===== src/hw/ppmc_map.svh =====
`ifndef PPMC_MAP_SVH
`define PPMC_MAP_SVH
// Register indices (some printed offsets are not multiples of four)
`define PPMC_IDX_PA_DATA 12'h005
`define PPMC_IDX_PB_DATA 12'h006
`define PPMC_IDX_PA_MODE10 12'h085
`define PPMC_IDX_PA_MODE32 12'h086
`define PPMC_IDX_PA_MODE54 12'h087
`define PPMC_IDX_PA_MODE76 12'h088
`define PPMC_IDX_PB_MODE10 12'h08c
`define PPMC_IDX_PB_MODE2 12'h08d
`define PPMC_IDX_PB_MODE54 12'h08e
`define PPMC_IDX_PB_MODE6 12'h08f
`define PPMC_IDX_DRIVE_CFG 12'h105
`define PPMC_IDX_PC_FLAG 12'h00e
`define PPMC_IDX_SLEEP 12'h110
// Reset values
`define PPMC_RST_DATA 8'hff
`define PPMC_RST_MODE_PAIR 8'h11
`define PPMC_RST_MODE_SINGLE 8'h01
`define PPMC_RST_HIGH_SINK_SELECT 1'b1
// Field positions
`define PPMC_BIT_HIGH_SINK_SELECT 2
`define PPMC_BIT_UNDEF 5
`define PPMC_BIT_PCF 6
`define PPMC_PCF_CLEAR 8'hbf
`define PPMC_PA7 7
`endif


===== src/hw/ppmc_pkg.sv =====
package ppmc_pkg;
    // Pin mode codes
    typedef enum logic [3:0] {
        PPMC_OD_PU = 4'h0, PPMC_OD = 4'h1, PPMC_PP = 4'h2, PPMC_ANALOG = 4'h3,
        PPMC_OD_B = 4'h4, PPMC_OD_C = 4'h5, PPMC_PP_B = 4'h6, PPMC_ALT = 4'h7,
        PPMC_WK_PU = 4'h8, PPMC_WK = 4'h9, PPMC_PP_C = 4'ha, PPMC_RSV_A = 4'hb,
        PPMC_WK_B = 4'hc, PPMC_WK_C = 4'hd, PPMC_PP_D = 4'he, PPMC_RSV_B = 4'hf
    } ppmc_mode_t;
    // Write channel progress
    typedef enum logic [2:0] {
        PPMC_WR_IDLE = 3'b001,
        PPMC_WR_RESP = 3'b010,
        PPMC_WR_HOLD = 3'b100
    } ppmc_wr_state_t;
    typedef logic [7:0] ppmc_byte_t;
endpackage : ppmc_pkg


===== src/hw/ppmc_port_ctrl.sv =====
`timescale 1ns/100ps
`include "ppmc_map.svh"
// Functional notes
// - Codes 0,1,4,5 open-drain; 0 adds pull-up
// - Codes 2,6,A,E push-pull from data bit
// - Code 3 connects analog, digital off
// - Code 7 drives alternate function output on port A bits 0-6 only
// - Codes 8,9,C,D add pin-change wake-up
// - Port A bits 0-6 map PWM outputs
// - Analog channels 0-12 per pin table
// - Port A bit 7 reads 0 in analog
// - Port A modes paired at 85h-88h
// - Port B modes at 8Ch-8Fh, gaps unimplemented
// - Data registers 05h, 06h; reads give pins
// - High sink bit, never for port A bit 7
// - Drive config bit 5 read-only undefined
// - Enabled pin change wakes and flags
// - Pin-change detection armed only in sleep
// - Each pin has 4-bit mode field
// - Flag set on edge, cleared by BFh
module ppmc_port_ctrl (
    input wire logic aclk,
    input wire logic aresetn,
    input wire logic [13:0] s_axi_awaddr,
    input wire logic s_axi_awvalid,
    output logic s_axi_awready,
    input wire logic [31:0] s_axi_wdata,
    input wire logic [3:0] s_axi_wstrb,
    input wire logic s_axi_wvalid,
    output logic s_axi_wready,
    output logic [1:0] s_axi_bresp,
    output logic s_axi_bvalid,
    input wire logic s_axi_bready,
    input wire logic [13:0] s_axi_araddr,
    input wire logic s_axi_arvalid,
    output logic s_axi_arready,
    output logic [31:0] s_axi_rdata,
    output logic [1:0] s_axi_rresp,
    output logic s_axi_rvalid,
    input wire logic s_axi_rready,
    input wire logic [15:0] pin_in,
    output logic [15:0] pin_out,
    output logic [15:0] pin_oe_n,
    output logic [15:0] pin_pullup_en,
    output logic [15:0] pin_high_sink,
    output logic [12:0] converter_channel_input,
    input wire logic pwm_ch0_positive_out,
    input wire logic pwm_ch0_negative_out,
    input wire logic pwm_ch1_out,
    input wire logic pwm_ch2_out,
    input wire logic pwm_ch3_out,
    input wire logic pwm_ch4_out,
    input wire logic pwm_ch5_out,
    input wire logic sleep_entered,
    output logic pin_change_flag,
    output logic wake_up
);
    import ppmc_pkg::*;

    // ****************************************
    // Register storage
    // ****************************************
    ppmc_byte_t port_a_data_r;
    ppmc_byte_t port_b_data_r;
    logic [3:0] mode_r [16];
    logic high_sink_select_r;
    logic [1:0] drive_rsv_r;
    logic undef_bit_r;
    logic armed_r;
    logic pin_change_flag_r;

    // ****************************************
    // Bus slave
    // ****************************************
    ppmc_wr_state_t wr_state_r;
    logic aw_held_r;
    logic w_held_r;
    logic [11:0] aw_idx_r;
    logic [31:0] wdata_r;
    logic wstrb0_r;
    logic wr_fire;
    logic [11:0] rd_idx;
    logic [15:0] pin_s1_r;
    logic [15:0] pin_s2_r;
    logic [15:0] pin_prev_r;
    logic [15:0] read_pins;
    logic [7:0] rd_byte;
    logic rd_ok;

    // Address and data may come in either order
    assign wr_fire = aw_held_r && w_held_r && (wr_state_r == PPMC_WR_IDLE);
    always_ff @(posedge aclk) begin
        if (!aresetn) begin
            aw_held_r <= 1'b0;
            w_held_r <= 1'b0;
            aw_idx_r <= 12'h000;
            wdata_r <= 32'h0000_0000;
            wstrb0_r <= 1'b0;
            s_axi_awready <= 1'b0;
            s_axi_wready <= 1'b0;
        end else begin
            s_axi_awready <= !aw_held_r && !s_axi_awready && (wr_state_r == PPMC_WR_IDLE);
            s_axi_wready <= !w_held_r && !s_axi_wready && (wr_state_r == PPMC_WR_IDLE);
            if (s_axi_awvalid && s_axi_awready) begin
                aw_held_r <= 1'b1;
                aw_idx_r <= s_axi_awaddr[13:2];
            end
            if (s_axi_wvalid && s_axi_wready) begin
                w_held_r <= 1'b1;
                wdata_r <= s_axi_wdata;
                wstrb0_r <= s_axi_wstrb[0];
            end
            if (wr_fire) begin
                aw_held_r <= 1'b0;
                w_held_r <= 1'b0;
            end
        end
    end

    // Write response state machine
    always_ff @(posedge aclk) begin
        if (!aresetn) begin
            wr_state_r <= PPMC_WR_IDLE;
            s_axi_bvalid <= 1'b0;
            s_axi_bresp <= 2'b00;
        end else begin
            case (wr_state_r)
                PPMC_WR_IDLE: begin
                    if (wr_fire) begin
                        wr_state_r <= PPMC_WR_RESP;
                        s_axi_bvalid <= 1'b1;
                        s_axi_bresp <= wr_known(aw_idx_r) ? 2'b00 : 2'b10;
                    end
                end
                PPMC_WR_RESP: begin
                    if (s_axi_bready) begin
                        s_axi_bvalid <= 1'b0;
                        wr_state_r <= PPMC_WR_HOLD;
                    end
                end
                PPMC_WR_HOLD: begin
                    wr_state_r <= PPMC_WR_IDLE;
                end
                default: begin
                    wr_state_r <= PPMC_WR_IDLE;
                    s_axi_bvalid <= 1'b0;
                end
            endcase
        end
    end

    // Decode of mapped indices for the write response; the read channel decodes separately
    function automatic logic wr_known(input logic [11:0] idx);
        case (idx)
            `PPMC_IDX_PA_DATA, `PPMC_IDX_PB_DATA, `PPMC_IDX_PA_MODE10,
            `PPMC_IDX_PA_MODE32, `PPMC_IDX_PA_MODE54, `PPMC_IDX_PA_MODE76,
            `PPMC_IDX_PB_MODE10, `PPMC_IDX_PB_MODE2, `PPMC_IDX_PB_MODE54,
            `PPMC_IDX_PB_MODE6, `PPMC_IDX_DRIVE_CFG, `PPMC_IDX_PC_FLAG,
            `PPMC_IDX_SLEEP: wr_known = 1'b1;
            default: wr_known = 1'b0;
        endcase
    endfunction : wr_known

    // ****************************************
    // Register writes
    // ****************************************
    // Only byte lane 0 carries the 8-bit registers
    always_ff @(posedge aclk) begin
        if (!aresetn) begin
            port_a_data_r <= `PPMC_RST_DATA;
            port_b_data_r <= `PPMC_RST_DATA;
            high_sink_select_r <= `PPMC_RST_HIGH_SINK_SELECT;
            drive_rsv_r <= 2'b00;
            for (int i = 0; i < 16; i++) begin
                mode_r[i] <= (i == 7 || i == 11 || i == 15) ? 4'h0 : 4'h1;
            end
        end else if (wr_fire && wstrb0_r) begin
            case (aw_idx_r)
                `PPMC_IDX_PA_DATA: port_a_data_r <= wdata_r[7:0];
                `PPMC_IDX_PB_DATA: port_b_data_r <= wdata_r[7:0];
                `PPMC_IDX_PA_MODE10: {mode_r[1], mode_r[0]} <= wdata_r[7:0];
                `PPMC_IDX_PA_MODE32: {mode_r[3], mode_r[2]} <= wdata_r[7:0];
                `PPMC_IDX_PA_MODE54: {mode_r[5], mode_r[4]} <= wdata_r[7:0];
                `PPMC_IDX_PA_MODE76: {mode_r[7], mode_r[6]} <= wdata_r[7:0];
                // port B, missing pins stay zero
                `PPMC_IDX_PB_MODE10: {mode_r[9], mode_r[8]} <= wdata_r[7:0];
                `PPMC_IDX_PB_MODE2: mode_r[10] <= wdata_r[3:0];
                `PPMC_IDX_PB_MODE54: {mode_r[13], mode_r[12]} <= wdata_r[7:0];
                `PPMC_IDX_PB_MODE6: mode_r[14] <= wdata_r[3:0];
                `PPMC_IDX_DRIVE_CFG: begin
                    high_sink_select_r <= wdata_r[`PPMC_BIT_HIGH_SINK_SELECT];
                    drive_rsv_r <= wdata_r[1:0];
                end
                default: ;
            endcase
        end
    end

    // bit 5 follows synchronised pin 0 each cycle, not writable; no reset
    always_ff @(posedge aclk) begin
        undef_bit_r <= pin_s2_r[0];
    end

    // ****************************************
    // Pin synchronisers and change detect
    // ****************************************
    always_ff @(posedge aclk) begin
        // No reset: chain tracks the pads in reset, so no false edge after it
        pin_s1_r <= pin_in;
        pin_s2_r <= pin_s1_r;
        pin_prev_r <= pin_s2_r;
    end

    logic [15:0] wake_en;
    logic [15:0] pin_edge;
    logic pc_clear;
    genvar g;
    generate
        for (g = 0; g < 16; g++) begin : g_wake
            assign wake_en[g] = (mode_r[g] == 4'h8) || (mode_r[g] == 4'h9) ||
                                (mode_r[g] == 4'hc) || (mode_r[g] == 4'hd);
            assign pin_edge[g] = wake_en[g] && (pin_s2_r[g] != pin_prev_r[g]);
        end
    endgenerate
    assign pc_clear = wr_fire && wstrb0_r && (aw_idx_r == `PPMC_IDX_PC_FLAG) &&
                      (wdata_r[7:0] == `PPMC_PCF_CLEAR);

    // Arming: edges before sleep are not seen, as in the real part
    always_ff @(posedge aclk) begin
        if (!aresetn) begin
            armed_r <= 1'b0;
        end else if (sleep_entered) begin
            armed_r <= 1'b1;
        end else if (pin_change_flag_r) begin
            armed_r <= 1'b0;
        end
    end

    // Flag: a set in the clearing cycle wins
    always_ff @(posedge aclk) begin
        if (!aresetn) begin
            pin_change_flag_r <= 1'b0;
            wake_up <= 1'b0;
        end else begin
            if (armed_r && |pin_edge) begin
                pin_change_flag_r <= 1'b1;
            end else if (pc_clear) begin
                pin_change_flag_r <= 1'b0;
            end
            wake_up <= armed_r && |pin_edge;
        end
    end
    assign pin_change_flag = pin_change_flag_r;

    // ****************************************
    // Pad drive, registered (lands next cycle)
    // ****************************************
    logic [15:0] data_all;
    logic [15:0] alt_val;
    assign data_all = {port_b_data_r, port_a_data_r};
    assign alt_val = {9'h000, pwm_ch0_negative_out, pwm_ch3_out, pwm_ch0_positive_out,
                      pwm_ch2_out, pwm_ch4_out, pwm_ch1_out, pwm_ch5_out};

    generate
        for (g = 0; g < 16; g++) begin : g_pad
            always_ff @(posedge aclk) begin
                if (!aresetn) begin
                    pin_out[g] <= 1'b0;
                    pin_oe_n[g] <= 1'b1;
                    pin_pullup_en[g] <= 1'b0;
                end else begin
                    case (mode_r[g])
                        4'h0, 4'h1, 4'h4, 4'h5, 4'h8, 4'h9, 4'hc, 4'hd: begin
                            pin_out[g] <= 1'b0;
                            pin_oe_n[g] <= data_all[g];
                            pin_pullup_en[g] <= data_all[g] &&
                                                (mode_r[g] == 4'h0 || mode_r[g] == 4'h8);
                        end
                        4'h2, 4'h6, 4'ha, 4'he: begin
                            pin_out[g] <= data_all[g];
                            pin_oe_n[g] <= 1'b0;
                            pin_pullup_en[g] <= 1'b0;
                        end
                        // alternate output, only where a source exists
                        4'h7: begin
                            pin_out[g] <= alt_val[g];
                            pin_oe_n[g] <= (g > 6);
                            pin_pullup_en[g] <= 1'b0;
                        end
                        default: begin
                            pin_out[g] <= 1'b0;
                            pin_oe_n[g] <= 1'b1;
                            pin_pullup_en[g] <= 1'b0;
                        end
                    endcase
                end
            end
            always_ff @(posedge aclk) begin
                if (!aresetn) begin
                    pin_high_sink[g] <= 1'b0;
                end else begin
                    pin_high_sink[g] <= high_sink_select_r && (g != `PPMC_PA7);
                end
            end
        end
    endgenerate

    // Analog connects: port A 0-6, port B 0,1,2,4,5,6
    always_ff @(posedge aclk) begin
        if (!aresetn) begin
            converter_channel_input <= 13'h0000;
        end else begin
            for (int c = 0; c < 7; c++) begin
                converter_channel_input[c] <= (mode_r[c] == 4'h3);
            end
            converter_channel_input[7] <= (mode_r[8] == 4'h3);
            converter_channel_input[8] <= (mode_r[9] == 4'h3);
            converter_channel_input[9] <= (mode_r[10] == 4'h3);
            converter_channel_input[10] <= (mode_r[12] == 4'h3);
            converter_channel_input[11] <= (mode_r[13] == 4'h3);
            converter_channel_input[12] <= (mode_r[14] == 4'h3);
        end
    end

    // ****************************************
    // Read channel
    // ****************************************
    always_comb begin
        read_pins = pin_s2_r;
        // bit 7 reads 0 in analog
        if (mode_r[`PPMC_PA7] == 4'h3) begin
            read_pins[`PPMC_PA7] = 1'b0;
        end
        // Absent port B bits read 0
        read_pins[11] = 1'b0;
        read_pins[15] = 1'b0;
    end

    assign rd_idx = s_axi_araddr[13:2];
    always_comb begin
        rd_ok = 1'b1;
        case (rd_idx)
            `PPMC_IDX_PA_DATA: rd_byte = read_pins[7:0];
            `PPMC_IDX_PB_DATA: rd_byte = read_pins[15:8];
            `PPMC_IDX_PA_MODE10: rd_byte = {mode_r[1], mode_r[0]};
            `PPMC_IDX_PA_MODE32: rd_byte = {mode_r[3], mode_r[2]};
            `PPMC_IDX_PA_MODE54: rd_byte = {mode_r[5], mode_r[4]};
            `PPMC_IDX_PA_MODE76: rd_byte = {mode_r[7], mode_r[6]};
            `PPMC_IDX_PB_MODE10: rd_byte = {mode_r[9], mode_r[8]};
            `PPMC_IDX_PB_MODE2: rd_byte = {4'h0, mode_r[10]};
            `PPMC_IDX_PB_MODE54: rd_byte = {mode_r[13], mode_r[12]};
            `PPMC_IDX_PB_MODE6: rd_byte = {4'h0, mode_r[14]};
            `PPMC_IDX_DRIVE_CFG: rd_byte = {2'b00, undef_bit_r, 2'b00, high_sink_select_r,
                                            drive_rsv_r};
            `PPMC_IDX_PC_FLAG: rd_byte = {1'b0, pin_change_flag_r, 6'h00};
            `PPMC_IDX_SLEEP: rd_byte = {7'h00, armed_r};
            default: begin
                rd_byte = 8'h00;
                rd_ok = 1'b0;
            end
        endcase
    end

    always_ff @(posedge aclk) begin
        if (!aresetn) begin
            s_axi_arready <= 1'b0;
            s_axi_rvalid <= 1'b0;
            s_axi_rdata <= 32'h0000_0000;
            s_axi_rresp <= 2'b00;
        end else begin
            s_axi_arready <= !s_axi_rvalid && !s_axi_arready && !s_axi_arvalid ? 1'b1 :
                             (!s_axi_rvalid && !s_axi_arready);
            if (s_axi_arvalid && s_axi_arready) begin
                s_axi_arready <= 1'b0;
                s_axi_rvalid <= 1'b1;
                s_axi_rdata <= {24'h000000, rd_byte};
                s_axi_rresp <= rd_ok ? 2'b00 : 2'b10;
            end else if (s_axi_rvalid && s_axi_rready) begin
                s_axi_rvalid <= 1'b0;
            end
        end
    end
endmodule : ppmc_port_ctrl


===== config.mk =====
export PLATFORM = sky130hd
export DESIGN_NAME = ppmc_port_ctrl
export DESIGN_NICKNAME = d
export VERILOG_FILES = /design/src/hw/ppmc_pkg.sv /design/src/hw/ppmc_port_ctrl.sv
export VERILOG_INCLUDE_DIRS = /design/src /design/src/hw
export SDC_FILE = /design/constraint.sdc
export NUM_CORES = 1
export LEC_CHECK = 0
export BUFFER_PORTS_ARGS = -buffer_cell sky130_fd_sc_hd__buf_2
export CAP_MARGIN = 10
export CORE_MARGIN = 5
export CORE_UTILIZATION = 55
export CTS_BUF_LIST = sky130_fd_sc_hd__clkbuf_4 sky130_fd_sc_hd__clkbuf_8 sky130_fd_sc_hd__clkbuf_16
export DETAILED_ROUTE_END_ITERATION = 16
export GPL_TIMING_DRIVEN = 0
export PLACE_DENSITY = 0.78
export SLEW_MARGIN = 20
export SYNTH_ARGS = -nofsm -noshare
export SYNTH_HDL_FRONTEND = slang
export SYNTH_SLANG_ARGS = --single-unit

===== constraint.sdc =====
create_clock -name aclk -period 4.7 [get_ports aclk]
set_input_delay 0.235 -clock aclk [delete_from_list [all_inputs] [get_ports aclk]]
set_output_delay 0.235 -clock aclk [all_outputs]
set_load 0.05 [all_outputs]

# ---- Yosys cells after proc, flatten, opt, wreduce, memory -nomap -nowiden
# Cells that the tools add are included.
dict set report totals {
  register_bits 227
  rom_bits 0
  ram_bits 0
  out_inout_bits 120
  memories 0
  latchBits 0
  inputBits 95
}
dict set report op_classes {
  n_mux 43
  addsub 0
  eq_ne 221
  n_bitwise 2
  shift 0
  mul 0
  order_cmp 0
  n_div 0
  reduce_logical 199
}
# operator count
set op_table {}
lappend op_table {{4-bit == test (second input constant)} 84}
lappend op_table {{4-bit by 3-bit == test with 1-bit output (second input constant)} 49}
lappend op_table {{12-bit by 8-bit == test with 1-bit output (second input constant)} 16}
lappend op_table {{4-bit by 2-bit == test with 1-bit output (second input constant)} 28}
lappend op_table {{8-bit OR reduction} 14}
lappend op_table {{8-bit case mux with 13 select lines} 1}
lappend op_table {{2-bit AND reduction} 34}
lappend op_table {{4-bit by 1-bit == test with 1-bit output (second input constant)} 14}
lappend op_table {{4-bit zero test} 14}
lappend op_table {{1-bit logical OR} 56}
lappend op_table {{4-bit OR reduction} 14}
lappend op_table {{12-bit by 3-bit == test with 1-bit output (second input constant)} 4}
lappend op_table {{12-bit by 9-bit == test with 1-bit output (second input constant)} 4}
lappend op_table {{1-bit logical AND} 44}
lappend op_table {{1-bit case mux with 2 select lines} 21}
lappend op_table {{5-bit OR reduction} 7}
lappend op_table {{13-bit OR reduction} 2}
lappend op_table {{12-bit by 4-bit == test with 1-bit output (second input constant)} 2}
lappend op_table {{1-bit two-way mux} 15}
lappend op_table {{1-bit != test} 14}
lappend op_table {{14-bit OR reduction} 1}
lappend op_table {{8-bit == test (second input constant)} 1}
lappend op_table {{1-bit zero test} 7}
lappend op_table {{3-bit two-way mux} 2}
lappend op_table {{11 further kinds} 17}

# ---- Logic depth before layout (Yosys ltp)
# Gate-level depths: netlist of the first run.
dict set report depth {
  word_depth 8
  ltp_mapped 8
  ltp_nobuf 5
}

# ---- Least setup slack after synthesis of the first run
# OpenSTA, ideal clock, no wires.
dict set report synth_path {
  kind {reg2reg}
  from {register aw_idx_r[0]}
  to {register mode_r[34] in the netlist's numbering}
  arrival_time_ns 1.804
  stages_incl_launch_ff 8
  path_buffers 3
  setup_time_ns 0.115
  synth_period_minus_slack_ns 1.919
  path_slack_ns 2.781
  path_cell_list {dfxtp_1 -> buf_6 -> or4_4 -> or4_4 -> buf_6 -> buf_12 -> nand3_2 -> o21ai_2}
}
dict set report synth_between {
  elab_chain_len 2
}
# item line
set synth_rtl {}
lappend synth_rtl {{start: declaration} ppmc_port_ctrl.sv:78} ;# logic [11:0] aw_idx_r;
lappend synth_rtl {{start signal: assignment} ppmc_port_ctrl.sv:106} ;# aw_idx_r <= s_axi_awaddr[13:2];
lappend synth_rtl {{12-bit by 8-bit == test with 1-bit output} ppmc_port_ctrl.sv:178} ;# case (aw_idx_r)
lappend synth_rtl {{2-bit AND reduction (no source line)} n/a}
lappend synth_rtl {{end signal: indexed assignment} ppmc_port_ctrl.sv:175} ;# mode_r[i] <= (i == 7 || i == 11 || i == 15) ? 4'h0 : 4'h1;
lappend synth_rtl {{end: declaration} ppmc_port_ctrl.sv:65} ;# logic [3:0] mode_r [16];
# No other way between the ends.
# A chain may end at the register's enable or synchronous reset.

# ---- Worst setup path after layout of the first run
dict set report layout_path {
  from {register aw_idx_r[5]}
  to {register mode_r[55] in the netlist's numbering}
}
# Same word-level chain as after synthesis.

==> impl_metrics.py, run 1 <==
metrics = {
    "sta": {
        "post-route-period-util_pct": 46.75,
        "finalCriticalPeriod_ps": 2197,
        "setup_ws_ps": 2503,
        "fmax_ghz": 0.4551,
        "drv_slew": 0,
        "tightest_slew_ps": 852.1,
        "skew_ps": 13.41,
        "hold_viol": 0,
        "setup_viol": 0,
        "rsz0062_at_grt": "no",
        "hold_ws_ps": 10.19,
        "fin_tns_setup_ps": 0,
        "relSlewSlack_pct": 43.19,
    },
    "layout": {
        "mostFrequentLayoutCell": "dfxtp_1",
        "diodes": 0,
        "layout.nets": 1287,
        "drive_gt1_share_pct": 23.03,
        "syn2layout_area_growth_pct": 25.39,
        "layout_common_cells": "221 x dfxtp_1, 157 x buf_2, 140 x nand2_1",
    },
    "grt": {
        "grt_pass1_wl_um": 41610,
        "grt_pass1_vias": 7668,
        "grt_max_degree": 16,
        "antenna_found_initial": 1,
        "grt-ovfl-total": 0,
        "gr-usage-all-layers_pct": 28.96,
        "gr-usage-met1_pct": 37.82,
        "grt_busiest_layer": "met2",
        "met3_usage_pct": 5.956,
        "grtUsageMet2_pct": 48.50,
    },
    "route": {
        "viasPerCell": 5.569,
        "vias": 7925,
        "first_pass_iters": 6,
        "wirelength_um": 27410,
        "routedWlPerCell_um": 19.26,
        "drc": 0,
        "initialDrtViolationCount": 731,
        "drt.antenna.violating_nets": 0,
    },
    "yosys": {
        "ys_warn_count": 0,
        "synthArstFlopShare_pct": 0,
        "avgSynthCellArea_sq_um": 9.297,
        "synth_cell_type_count": 73,
        "yosysSeqAreaShare_pct": 49.94,
        "synth-seq-cells": 221,
        "synth_enable_flop_cells": 0,
        "syn-cell-area_sq_um": 8860,
        "synth_ff_type": "dfxtp_1",
        "synthCells": 953,
    },
    "floorplanning": {
        "core_area_sq_um": 15830,
        "die_area_sq_um": 18750,
        "die-width_um": 136.9,
        "start_util_pct": 55.98,
        "die_h_um": 136.9,
        "rows": 46,
        "io-pin-count": 215,
    },
    "pwr": {
        "leakage_nw": 4.620,
        "ir_drop_mv": 0.2956,
        "p_per_area_nw_per_um2": 367.3,
    },
    "flow_run": {
        "drv_cap": 0,
    },
    "worst_setup_path": {
        "regToRegSetupSlack_ps": 2500,
        "critPathRequiredTime_ps": 5060,
        "worstSetupStartpointType": "flop",
        "endpoint_kind": "flop",
        "critPathKind": "flop to flop",
        "cp_max_fo": 10,
        "crit_arrival_ps": 2550,
    },
    "clocking": {
        "cts.sinks": 221,
        "clock_latency_ps": 510,
        "cts_resized": 0,
        "clkTransAtPathRegs_ps": 60,
        "cts_root_buffer": "clkbuf_16",
        "cts_buffers": 22,
        "clockBufferDepth": 3,
        "htree_levels": 1,
        "cts_tree": "yes",
    },
    "placed_design": {
        "port_buffers": 149,
        "dpl.hpwl_um": 19670,
        "place_ws_ps": 2414,
        "gp_congestion": 0.9685,
    },
    "status": {
        "status": "finished, final reports clean",
    },
    "hold_path": {
        "hold_path.class": "input pin to flop",
    },
}
==> logic make-up after synthesis <==
group / Yosys count / synth area share (%)
DFF: 221 / 49.94
other: 1 / 0.04233
muxes: 52 / 5.917
and+or+nand+nor: 384 / 23.77
AOI/OAI and AO/OA: 163 / 11.52
xor gates and xnor gates: 14 / 1.384
buffers and inverters: 118 / 7.428
==> worst max-delay path, cell delays in order (launching register included) <==
cell and delay, ps:
dfxtp_1 330, or4_4 580, nor4b_4 360, nand3_2 250, clkbuf_1 270, nand3_1 140
o21ai_0 120
==> layer usage <==
| metal | wire, um | part of all wire [%] |
|---|---|---|
| met5 | 13 | 0.047 |
| met4 | 665 | 2.4 |
| met3 | 2337 | 8.5 |
| met2 | 13090 | 48 |
| met1 | 11300 | 41 |
==> where the power goes <==
group	internal (mW)	switching (mW)
combinational	0.123	0.237
clock	1.06	0.717
sequential	1.91	0.0336
total	3.09	0.987
==> what timing repair did <==
item	CTS	global route
endpoints found under the hold margin	38	0
setup buffers	0	0
hold buffers	38	0
==> registers in the layout, summed over array words and instances (netlist names), 12 cells and up <==
name / cells
pin_s1_r: 14
aw_idx_r: 12
mode_r: 56
converter_channel_input: 13
pin_oe_n: 16
pin_s2_r: 14
pin_out: 14
pin_pullup_en: 16
pin_prev_r: 14
==> per-stage QoR <==
| stage | utilization, % | power (mW) | std cells | instance area (sq um) |
|---|---|---|---|---|
| after detailed placement | 63.06 | 2.311 | 1346 | 9981 |
| final | 70.19 | 4.081 | 1423 | 11110 |
| after global routing | 70.19 | 4.204 | 1423 | 11110 |
| after global placement | 63.06 | 2.308 | 1346 | 9981 |
| after floorplan | - | 2.212 | 981 | 8965 |
| after CTS | 70.19 | 4.097 | 1423 | 11110 |
==> cell usage after synthesis, drive strengths merged, types with 5 or more instances <==
cell type,n,share of area [%]
nor4,21,1.7
and2,9,0.64
nand2b,38,2.7
nor4b,14,1.6
o32ai,7,0.69
mux2i,49,5.5
a32o,6,0.68
or4,5,0.55
nand2,140,5.9
dfxtp,221,50
nand3,67,4.2
clkbuf,31,1.3
o22ai,7,0.49
nand4,6,0.49
a21oi,50,2.8
nor3b,9,0.88
xnor2,10,0.99
nand3b,7,0.59
nor2,28,1.2
inv,23,0.97
nor3,12,0.68
o21ai,60,3.7
buf,64,5.1
nand4b,5,0.49
==> final cells by class <==
class	instances	area (sq um)
Clock buffer	32	680.7
Timing Repair Buffer	187	1126
Tap cell	216	270.3
Sequential cell	221	4424
Multi-Input combinational cell	642	3882
Buffer	95	571.8
Fill cell	1272	4718
Inverter	23	86.33
Clock inverter	7	67.56
==> worst paths after layout <==
path,to,cells after the start,from
min reg2reg,pin_s2_r[8],0,pin_s1_r[8]
max,mode_r[55],6,aw_idx_r[5]
max reg2reg,mode_r[55],6,aw_idx_r[5]
min,pin_out[2],3,pwm_ch4_out
(Power assumes the default switching activity.)
==> run 2: changes to the inputs <==
--- a/config.mk
+++ b/config.mk
@@ -9,11 +9,11 @@
 export BUFFER_PORTS_ARGS = -buffer_cell sky130_fd_sc_hd__buf_2
 export CAP_MARGIN = 10
 export CORE_MARGIN = 5
-export CORE_UTILIZATION = 55
+export CORE_UTILIZATION = 48
 export CTS_BUF_LIST = sky130_fd_sc_hd__clkbuf_4 sky130_fd_sc_hd__clkbuf_8 sky130_fd_sc_hd__clkbuf_16
 export DETAILED_ROUTE_END_ITERATION = 16
 export GPL_TIMING_DRIVEN = 0
-export PLACE_DENSITY = 0.78
+export PLACE_DENSITY = 0.72
 export SLEW_MARGIN = 20
 export SYNTH_ARGS = -nofsm -noshare
 export SYNTH_HDL_FRONTEND = slang
==> constraint.sdc (replaced) <==
create_clock -name aclk -period 1.94 [get_ports aclk]
set_input_delay 0.097 -clock aclk [delete_from_list [all_inputs] [get_ports aclk]]
set_output_delay 0.097 -clock aclk [all_outputs]
set_load 0.05 [all_outputs]
==> impl_metrics.py, run 2 (synthesized netlist as in run 1, its figures left out) <==
metrics = {
    "hold_path": {
        "hold_path.class": "input pin to flop",
        "hold_depth": 4,
    },
    "sta": {
        "setup_viol": 30,
        "tightest_slew_ps": 883.4,
        "hold_ws_ps": 36.86,
        "finalCriticalPeriod_ps": 2020,
        "fin_tns_setup_ps": -1308,
        "skew_ps": 20.55,
        "hold_viol": 0,
        "relSlewSlack_pct": 41.11,
        "fmax_ghz": 0.4950,
        "rsz0062_at_grt": "yes",
        "drv_slew": 0,
        "setup_ws_ps": -80.16,
        "post-route-period-util_pct": 104.1,
    },
    "layout": {
        "diodes": 0,
        "reg_top3": "mode_r: 56 flops, pin_oe_n: 16 flops, pin_pullup_en: 16 flops",
        "syn2layout_area_growth_pct": 31.62,
        "n_fill_cell": 1426,
        "layout.nets": 1311,
        "top_register": "mode_r",
        "fin_util_pct": 64.48,
        "final-seq-area_sq_um": 4434,
        "final_cell_count_no_fill": 1461,
        "drive_gt1_share_pct": 27.03,
        "fin_area_sq_um": 11660,
        "largest_reg_flops": 56,
        "layout_common_cells": "217 x dfxtp_1, 153 x buf_2, 140 x nand2_1",
        "mostFrequentLayoutCell": "dfxtp_1",
        "multi_input_area_sq_um": 4104,
    },
    "placed_design": {
        "place_ws_ps": -226.4,
        "dpl.hpwl_um": 19940,
        "dp.cells": 1359,
        "placed_area_sq_um": 9997,
        "gp_congestion": 0.9144,
        "port_buffers": 149,
    },
    "worst_setup_path": {
        "r2r_cells": 6,
        "cp_max_fo": 8,
        "endpoint_kind": "flop",
        "critPathKind": "flop to flop",
        "critPathRequiredTime_ps": 2300,
        "crit_arrival_ps": 2380,
        "worstSetupStartpointType": "flop",
    },
    "clocking": {
        "htree_levels": 1,
        "cts_root_buffer": "clkbuf_16",
        "cts_buffers": 23,
        "cts_tree": "yes",
        "clockBufferDepth": 3,
        "clock_latency_ps": 520,
        "clkTransAtPathRegs_ps": 60,
        "cts.sinks": 221,
    },
    "grt": {
        "grt_pass1_wl_um": 42600,
        "grt-ovfl-total": 0,
        "gr-usage-all-layers_pct": 25.06,
        "grt_pass1_vias": 7616,
        "antenna_found_initial": 0,
        "grt_max_degree": 16,
    },
    "floorplanning": {
        "rows": 49,
        "start_util_pct": 48.99,
        "io-pin-count": 215,
        "die-width_um": 145.9,
        "die_area_sq_um": 21280,
        "core_area_sq_um": 18090,
        "die_h_um": 145.9,
    },
    "route": {
        "routedWlPerCell_um": 19.26,
        "drt.antenna.violating_nets": 0,
        "drc": 0,
        "initialDrtViolationCount": 773,
        "vias": 8061,
        "wirelength_um": 28140,
        "first_pass_iters": 5,
        "viasPerCell": 5.517,
    },
    "pwr": {
        "power.total_mw": 10.06,
        "ir_drop_mv": 0.6318,
        "p_per_area_nw_per_um2": 862.5,
        "leakage_nw": 4.794,
    },
    "flow_run": {
        "drv_cap": 0,
    },
    "status": {
        "violations": "setup timing",
        "status": "complete, but fails checks",
    },
}
run 2: final cells by class:
cell class,instances,area share (%)
sequential,221,38.03
timing repair buffer,212,11.92
buffer,93,5.118
multi-input combinational,642,35.19
tap,229,2.457
clock buffer,31,5.558
clock inverter,10,0.9871
inverter,23,0.7403
run 2: timing repair:
action / 4_1_cts / 5_1_grt
setup endpoints to repair: 65 / 76
setup buffers: 3 / 6
hold endpoints to repair: 48 / 0
pin swaps: 9 / 18
cloned: 3 / 2
resized for setup: 42 / 49
hold buffers: 49 / 0
run 2: path summary, 6_finish.rpt:
check                      from                to  slack (ps)
setup / recovery    aw_idx_r[5]  port_a_data_r[2]         -80
hold / removal    s_axi_awvalid       aw_idx_r[2]          40
setup reg to reg    aw_idx_r[5]  port_a_data_r[2]         -80
hold reg to reg     pin_s1_r[4]       pin_s2_r[4]         330
run 2: where the power goes:
part / total, mW / switching, mW / internal, mW
combinational: 0.925 / 0.594 / 0.331
sequential: 4.71 / 0.0823 / 4.63
clock: 4.43 / 1.80 / 2.62
total: 10.1 / 2.48 / 7.58
run 2: metal layers:
layer  up-vias  share of wire, %  wire length [um]  GRT usage (%)
met5         -                 0                 0              0
met4         0               2.1               595          7.360
met3        53               8.2              2316          4.485
met2       365                47             13320          41.59
met1      3810                42             11910          33.54
li1       3833                 -                 -              -
run 2: critical path, stage by stage, from the launching register on:
cell and delay, ps:
dfxtp_4 340, or4_4 570, nor4_4 210, buf_4 200, nand3_4 220, mux2i_1 240, nand2_1 70
==> run 3: changes to the inputs <==
--- a/config.mk
+++ b/config.mk
@@ -9,11 +9,12 @@
 export BUFFER_PORTS_ARGS = -buffer_cell sky130_fd_sc_hd__buf_2
 export CAP_MARGIN = 10
 export CORE_MARGIN = 5
-export CORE_UTILIZATION = 48
+export CORE_UTILIZATION = 53
 export CTS_BUF_LIST = sky130_fd_sc_hd__clkbuf_4 sky130_fd_sc_hd__clkbuf_8 sky130_fd_sc_hd__clkbuf_16
 export DETAILED_ROUTE_END_ITERATION = 16
 export GPL_TIMING_DRIVEN = 0
-export PLACE_DENSITY = 0.72
+export PLACE_DENSITY = 0.75
+export SKIP_LAST_GASP = 1
 export SLEW_MARGIN = 20
 export SYNTH_ARGS = -nofsm -noshare
 export SYNTH_HDL_FRONTEND = slang
==> constraint.sdc (replaced) <==
create_clock -name aclk -period 2 [get_ports aclk]
set_input_delay 0.1 -clock aclk [delete_from_list [all_inputs] [get_ports aclk]]
set_output_delay 0.1 -clock aclk [all_outputs]
set_load 0.05 [all_outputs]
==> impl_metrics.py, run 3 (synthesized netlist as in run 1, its figures left out) <==
metrics = {
    "clocking": {
        "clockBufferDepth": 3,
        "cts.sinks": 221,
        "clock_latency_ps": 510,
        "cts_tree": "yes",
        "cts_root_buffer": "clkbuf_16",
        "htree_levels": 1,
        "clkTransAtPathRegs_ps": 60,
        "cts_buffers": 23,
    },
    "sta": {
        "skew_ps": 12.18,
        "finalCriticalPeriod_ps": 2022,
        "drv_slew": 0,
        "hold_viol": 0,
        "post-route-period-util_pct": 101.1,
        "setup_viol": 3,
        "fmax_ghz": 0.4946,
        "relSlewSlack_pct": 38.20,
        "rsz0062_at_grt": "yes",
        "setup_ws_ps": -22.03,
        "tightest_slew_ps": 927.0,
    },
    "floorplanning": {
        "rows": 47,
        "core_area_sq_um": 16470,
        "die_area_sq_um": 19400,
        "start_util_pct": 53.81,
        "io-pin-count": 215,
        "die_h_um": 139.3,
        "die-width_um": 139.3,
    },
    "worst_setup_path": {
        "cpMaxStageDelayCell": "a311oi_1",
        "cpPeakStageDelay_ps": 560,
        "r2r_cells": 5,
        "crit_family": "compound AO/OA/AOI/OAI gates",
        "cp_num_buf_inv": 1,
        "crit_arrival_ps": 2480,
        "critPathKind": "flop to flop",
        "cpMostUsedCell": "a311oi_1",
        "critPathRequiredTime_ps": 2450,
        "cp.depth": 5,
        "crit_chain": "inv_1, o32ai_1, a311oi_1, a311oi_1, a31o_2",
        "worstSetupStartpointType": "flop",
        "endpoint_kind": "flop",
        "cp_max_fo": 5,
    },
    "pwr": {
        "leakage_nw": 4.791,
        "pwr-share-clk_pct": 44.8,
        "ir_drop_mv": 0.7884,
        "seq_power_share_pct": 46.1,
        "power.total_mw": 9.905,
        "p_per_area_nw_per_um2": 852.7,
        "p_sw_mw": 2.400,
        "combPwrFrac_pct": 9.1,
        "p_int_mw": 7.505,
        "p_sw_share_pct": 24.23,
    },
    "layout": {
        "layout.nets": 1314,
        "layout_common_cells": "218 x dfxtp_1, 155 x buf_2, 140 x nand2_1",
        "syn2layout_area_growth_pct": 31.11,
        "final_cell_count_no_fill": 1454,
        "mostFrequentLayoutCell": "dfxtp_1",
        "fin_util_pct": 70.55,
        "largest_reg_flops": 56,
        "reg_top3": "mode_r: 56 flops, pin_oe_n: 16 flops, pin_pullup_en: 16 flops",
        "drive_gt1_share_pct": 26.18,
        "top_register": "mode_r",
        "diodes": 0,
    },
    "status": {
        "violations": "setup timing",
        "status": "complete, but fails checks",
    },
    "grt": {
        "grt_max_degree": 16,
        "grt_pass1_vias": 7645,
        "grt-ovfl-total": 0,
        "antenna_found_initial": 2,
        "gr-usage-all-layers_pct": 27.16,
        "grt_pass1_wl_um": 42220,
    },
    "route": {
        "routedWlPerCell_um": 19.00,
        "drt.antenna.violating_nets": 0,
        "first_pass_iters": 6,
        "initialDrtViolationCount": 725,
        "vias": 8064,
        "wirelength_um": 27620,
        "drc": 0,
        "viasPerCell": 5.546,
    },
    "flow_run": {
        "drv_cap": 0,
    },
    "placed_design": {
        "dpl.hpwl_um": 19480,
        "port_buffers": 149,
        "gp_congestion": 0.9989,
        "dp.cells": 1350,
    },
    "hold_path": {
        "hold_depth": 4,
        "hold_path.class": "input pin to flop",
    },
}
==> run 3: changes by cell type in the layout (fill, tap and decap cells not counted), moves of 2 or more <==
cell,previous run,this run
clkbuf_4,7,4
clkinv_2,3,6
o21ai_0,28,31
buf_6,11,8
buf_4,51,53
a311oi_2,2,0
buf_2,153,155
o21ai_2,15,9
bufinv_16,2,4
a311oi_1,1,3
o21ai_1,17,20
==> run 3: area by class of cell <==
cell class                 instances  area, sq um
buffer                            95        613.1
clock inverter                    14        181.4
inverter                          23        86.33
multi-input combinational        642         4053
sequential                       221         4431
timing repair buffer             213         1373
clock buffer                      26        604.3
tap                              220        275.3
fill                            1256         4850
==> run 3: power groups by stage <==
stage	registers, mW	clock network (mW)	logic [mW]
floorplan	4.69	0	0.513
global placement	4.66	0	0.768
detailed placement	4.66	0	0.773
CTS	4.57	4.46	0.879
global route	4.58	4.64	0.959
finish	4.57	4.43	0.905
==> run 3: stage by stage <==
| step | hold slack (ps) | instance area (sq um) | setup slack, ps | TNS, ps |
|---|---|---|---|---|
| after floorplan | 127.7 | 8965 | 81.39 | 0 |
| after global placement | 202.4 | 9986 | -214.4 | -2551 |
| after detailed placement | 203.6 | 9986 | -243.0 | -4879 |
| after CTS | 48.30 | 11450 | -45.66 | -321.4 |
| after global routing | 68.69 | 11620 | -67.87 | -889.3 |
| final | 55.33 | 11620 | -22.03 | -30.34 |
==> run 3: worst register-to-register path: stages, from the launching register on <==
cell and delay [ps]:
dfxtp_1 460, inv_1 100, o32ai_1 530, a311oi_1 130, a311oi_1 560, a31o_2 180
==> run 3: repair_timing <==
item | CTS | global route
buffers inserted | 8 | 3
cloned | 3 | 1
hold buffers | 49 | 0
endpoints found under the hold margin | 48 | 0
setup endpoints to repair | 55 | 67
pin swaps | 6 | 8
resized for setup | 21 | 46
==> run 3: worst paths after layout <==
kind	startpoint	end	slack (ps)
setup / recovery	mode_r[47]	pin_change_flag	-20
hold / removal	s_axi_awvalid	aw_idx_r[2]	60
setup reg to reg	mode_r[47]	pin_change_flag	-20
hold reg to reg	pin_s1_r[1]	pin_s2_r[1]	320
==> run 3: metal layers <==
layer,track usage (%),vias to the layer above,wire (um)
li1,-,3830,-
met1,34.62,3744,10880
met2,44.96,408,13230
met3,6.381,78,2444
met4,10.25,4,1035
met5,0,-,25
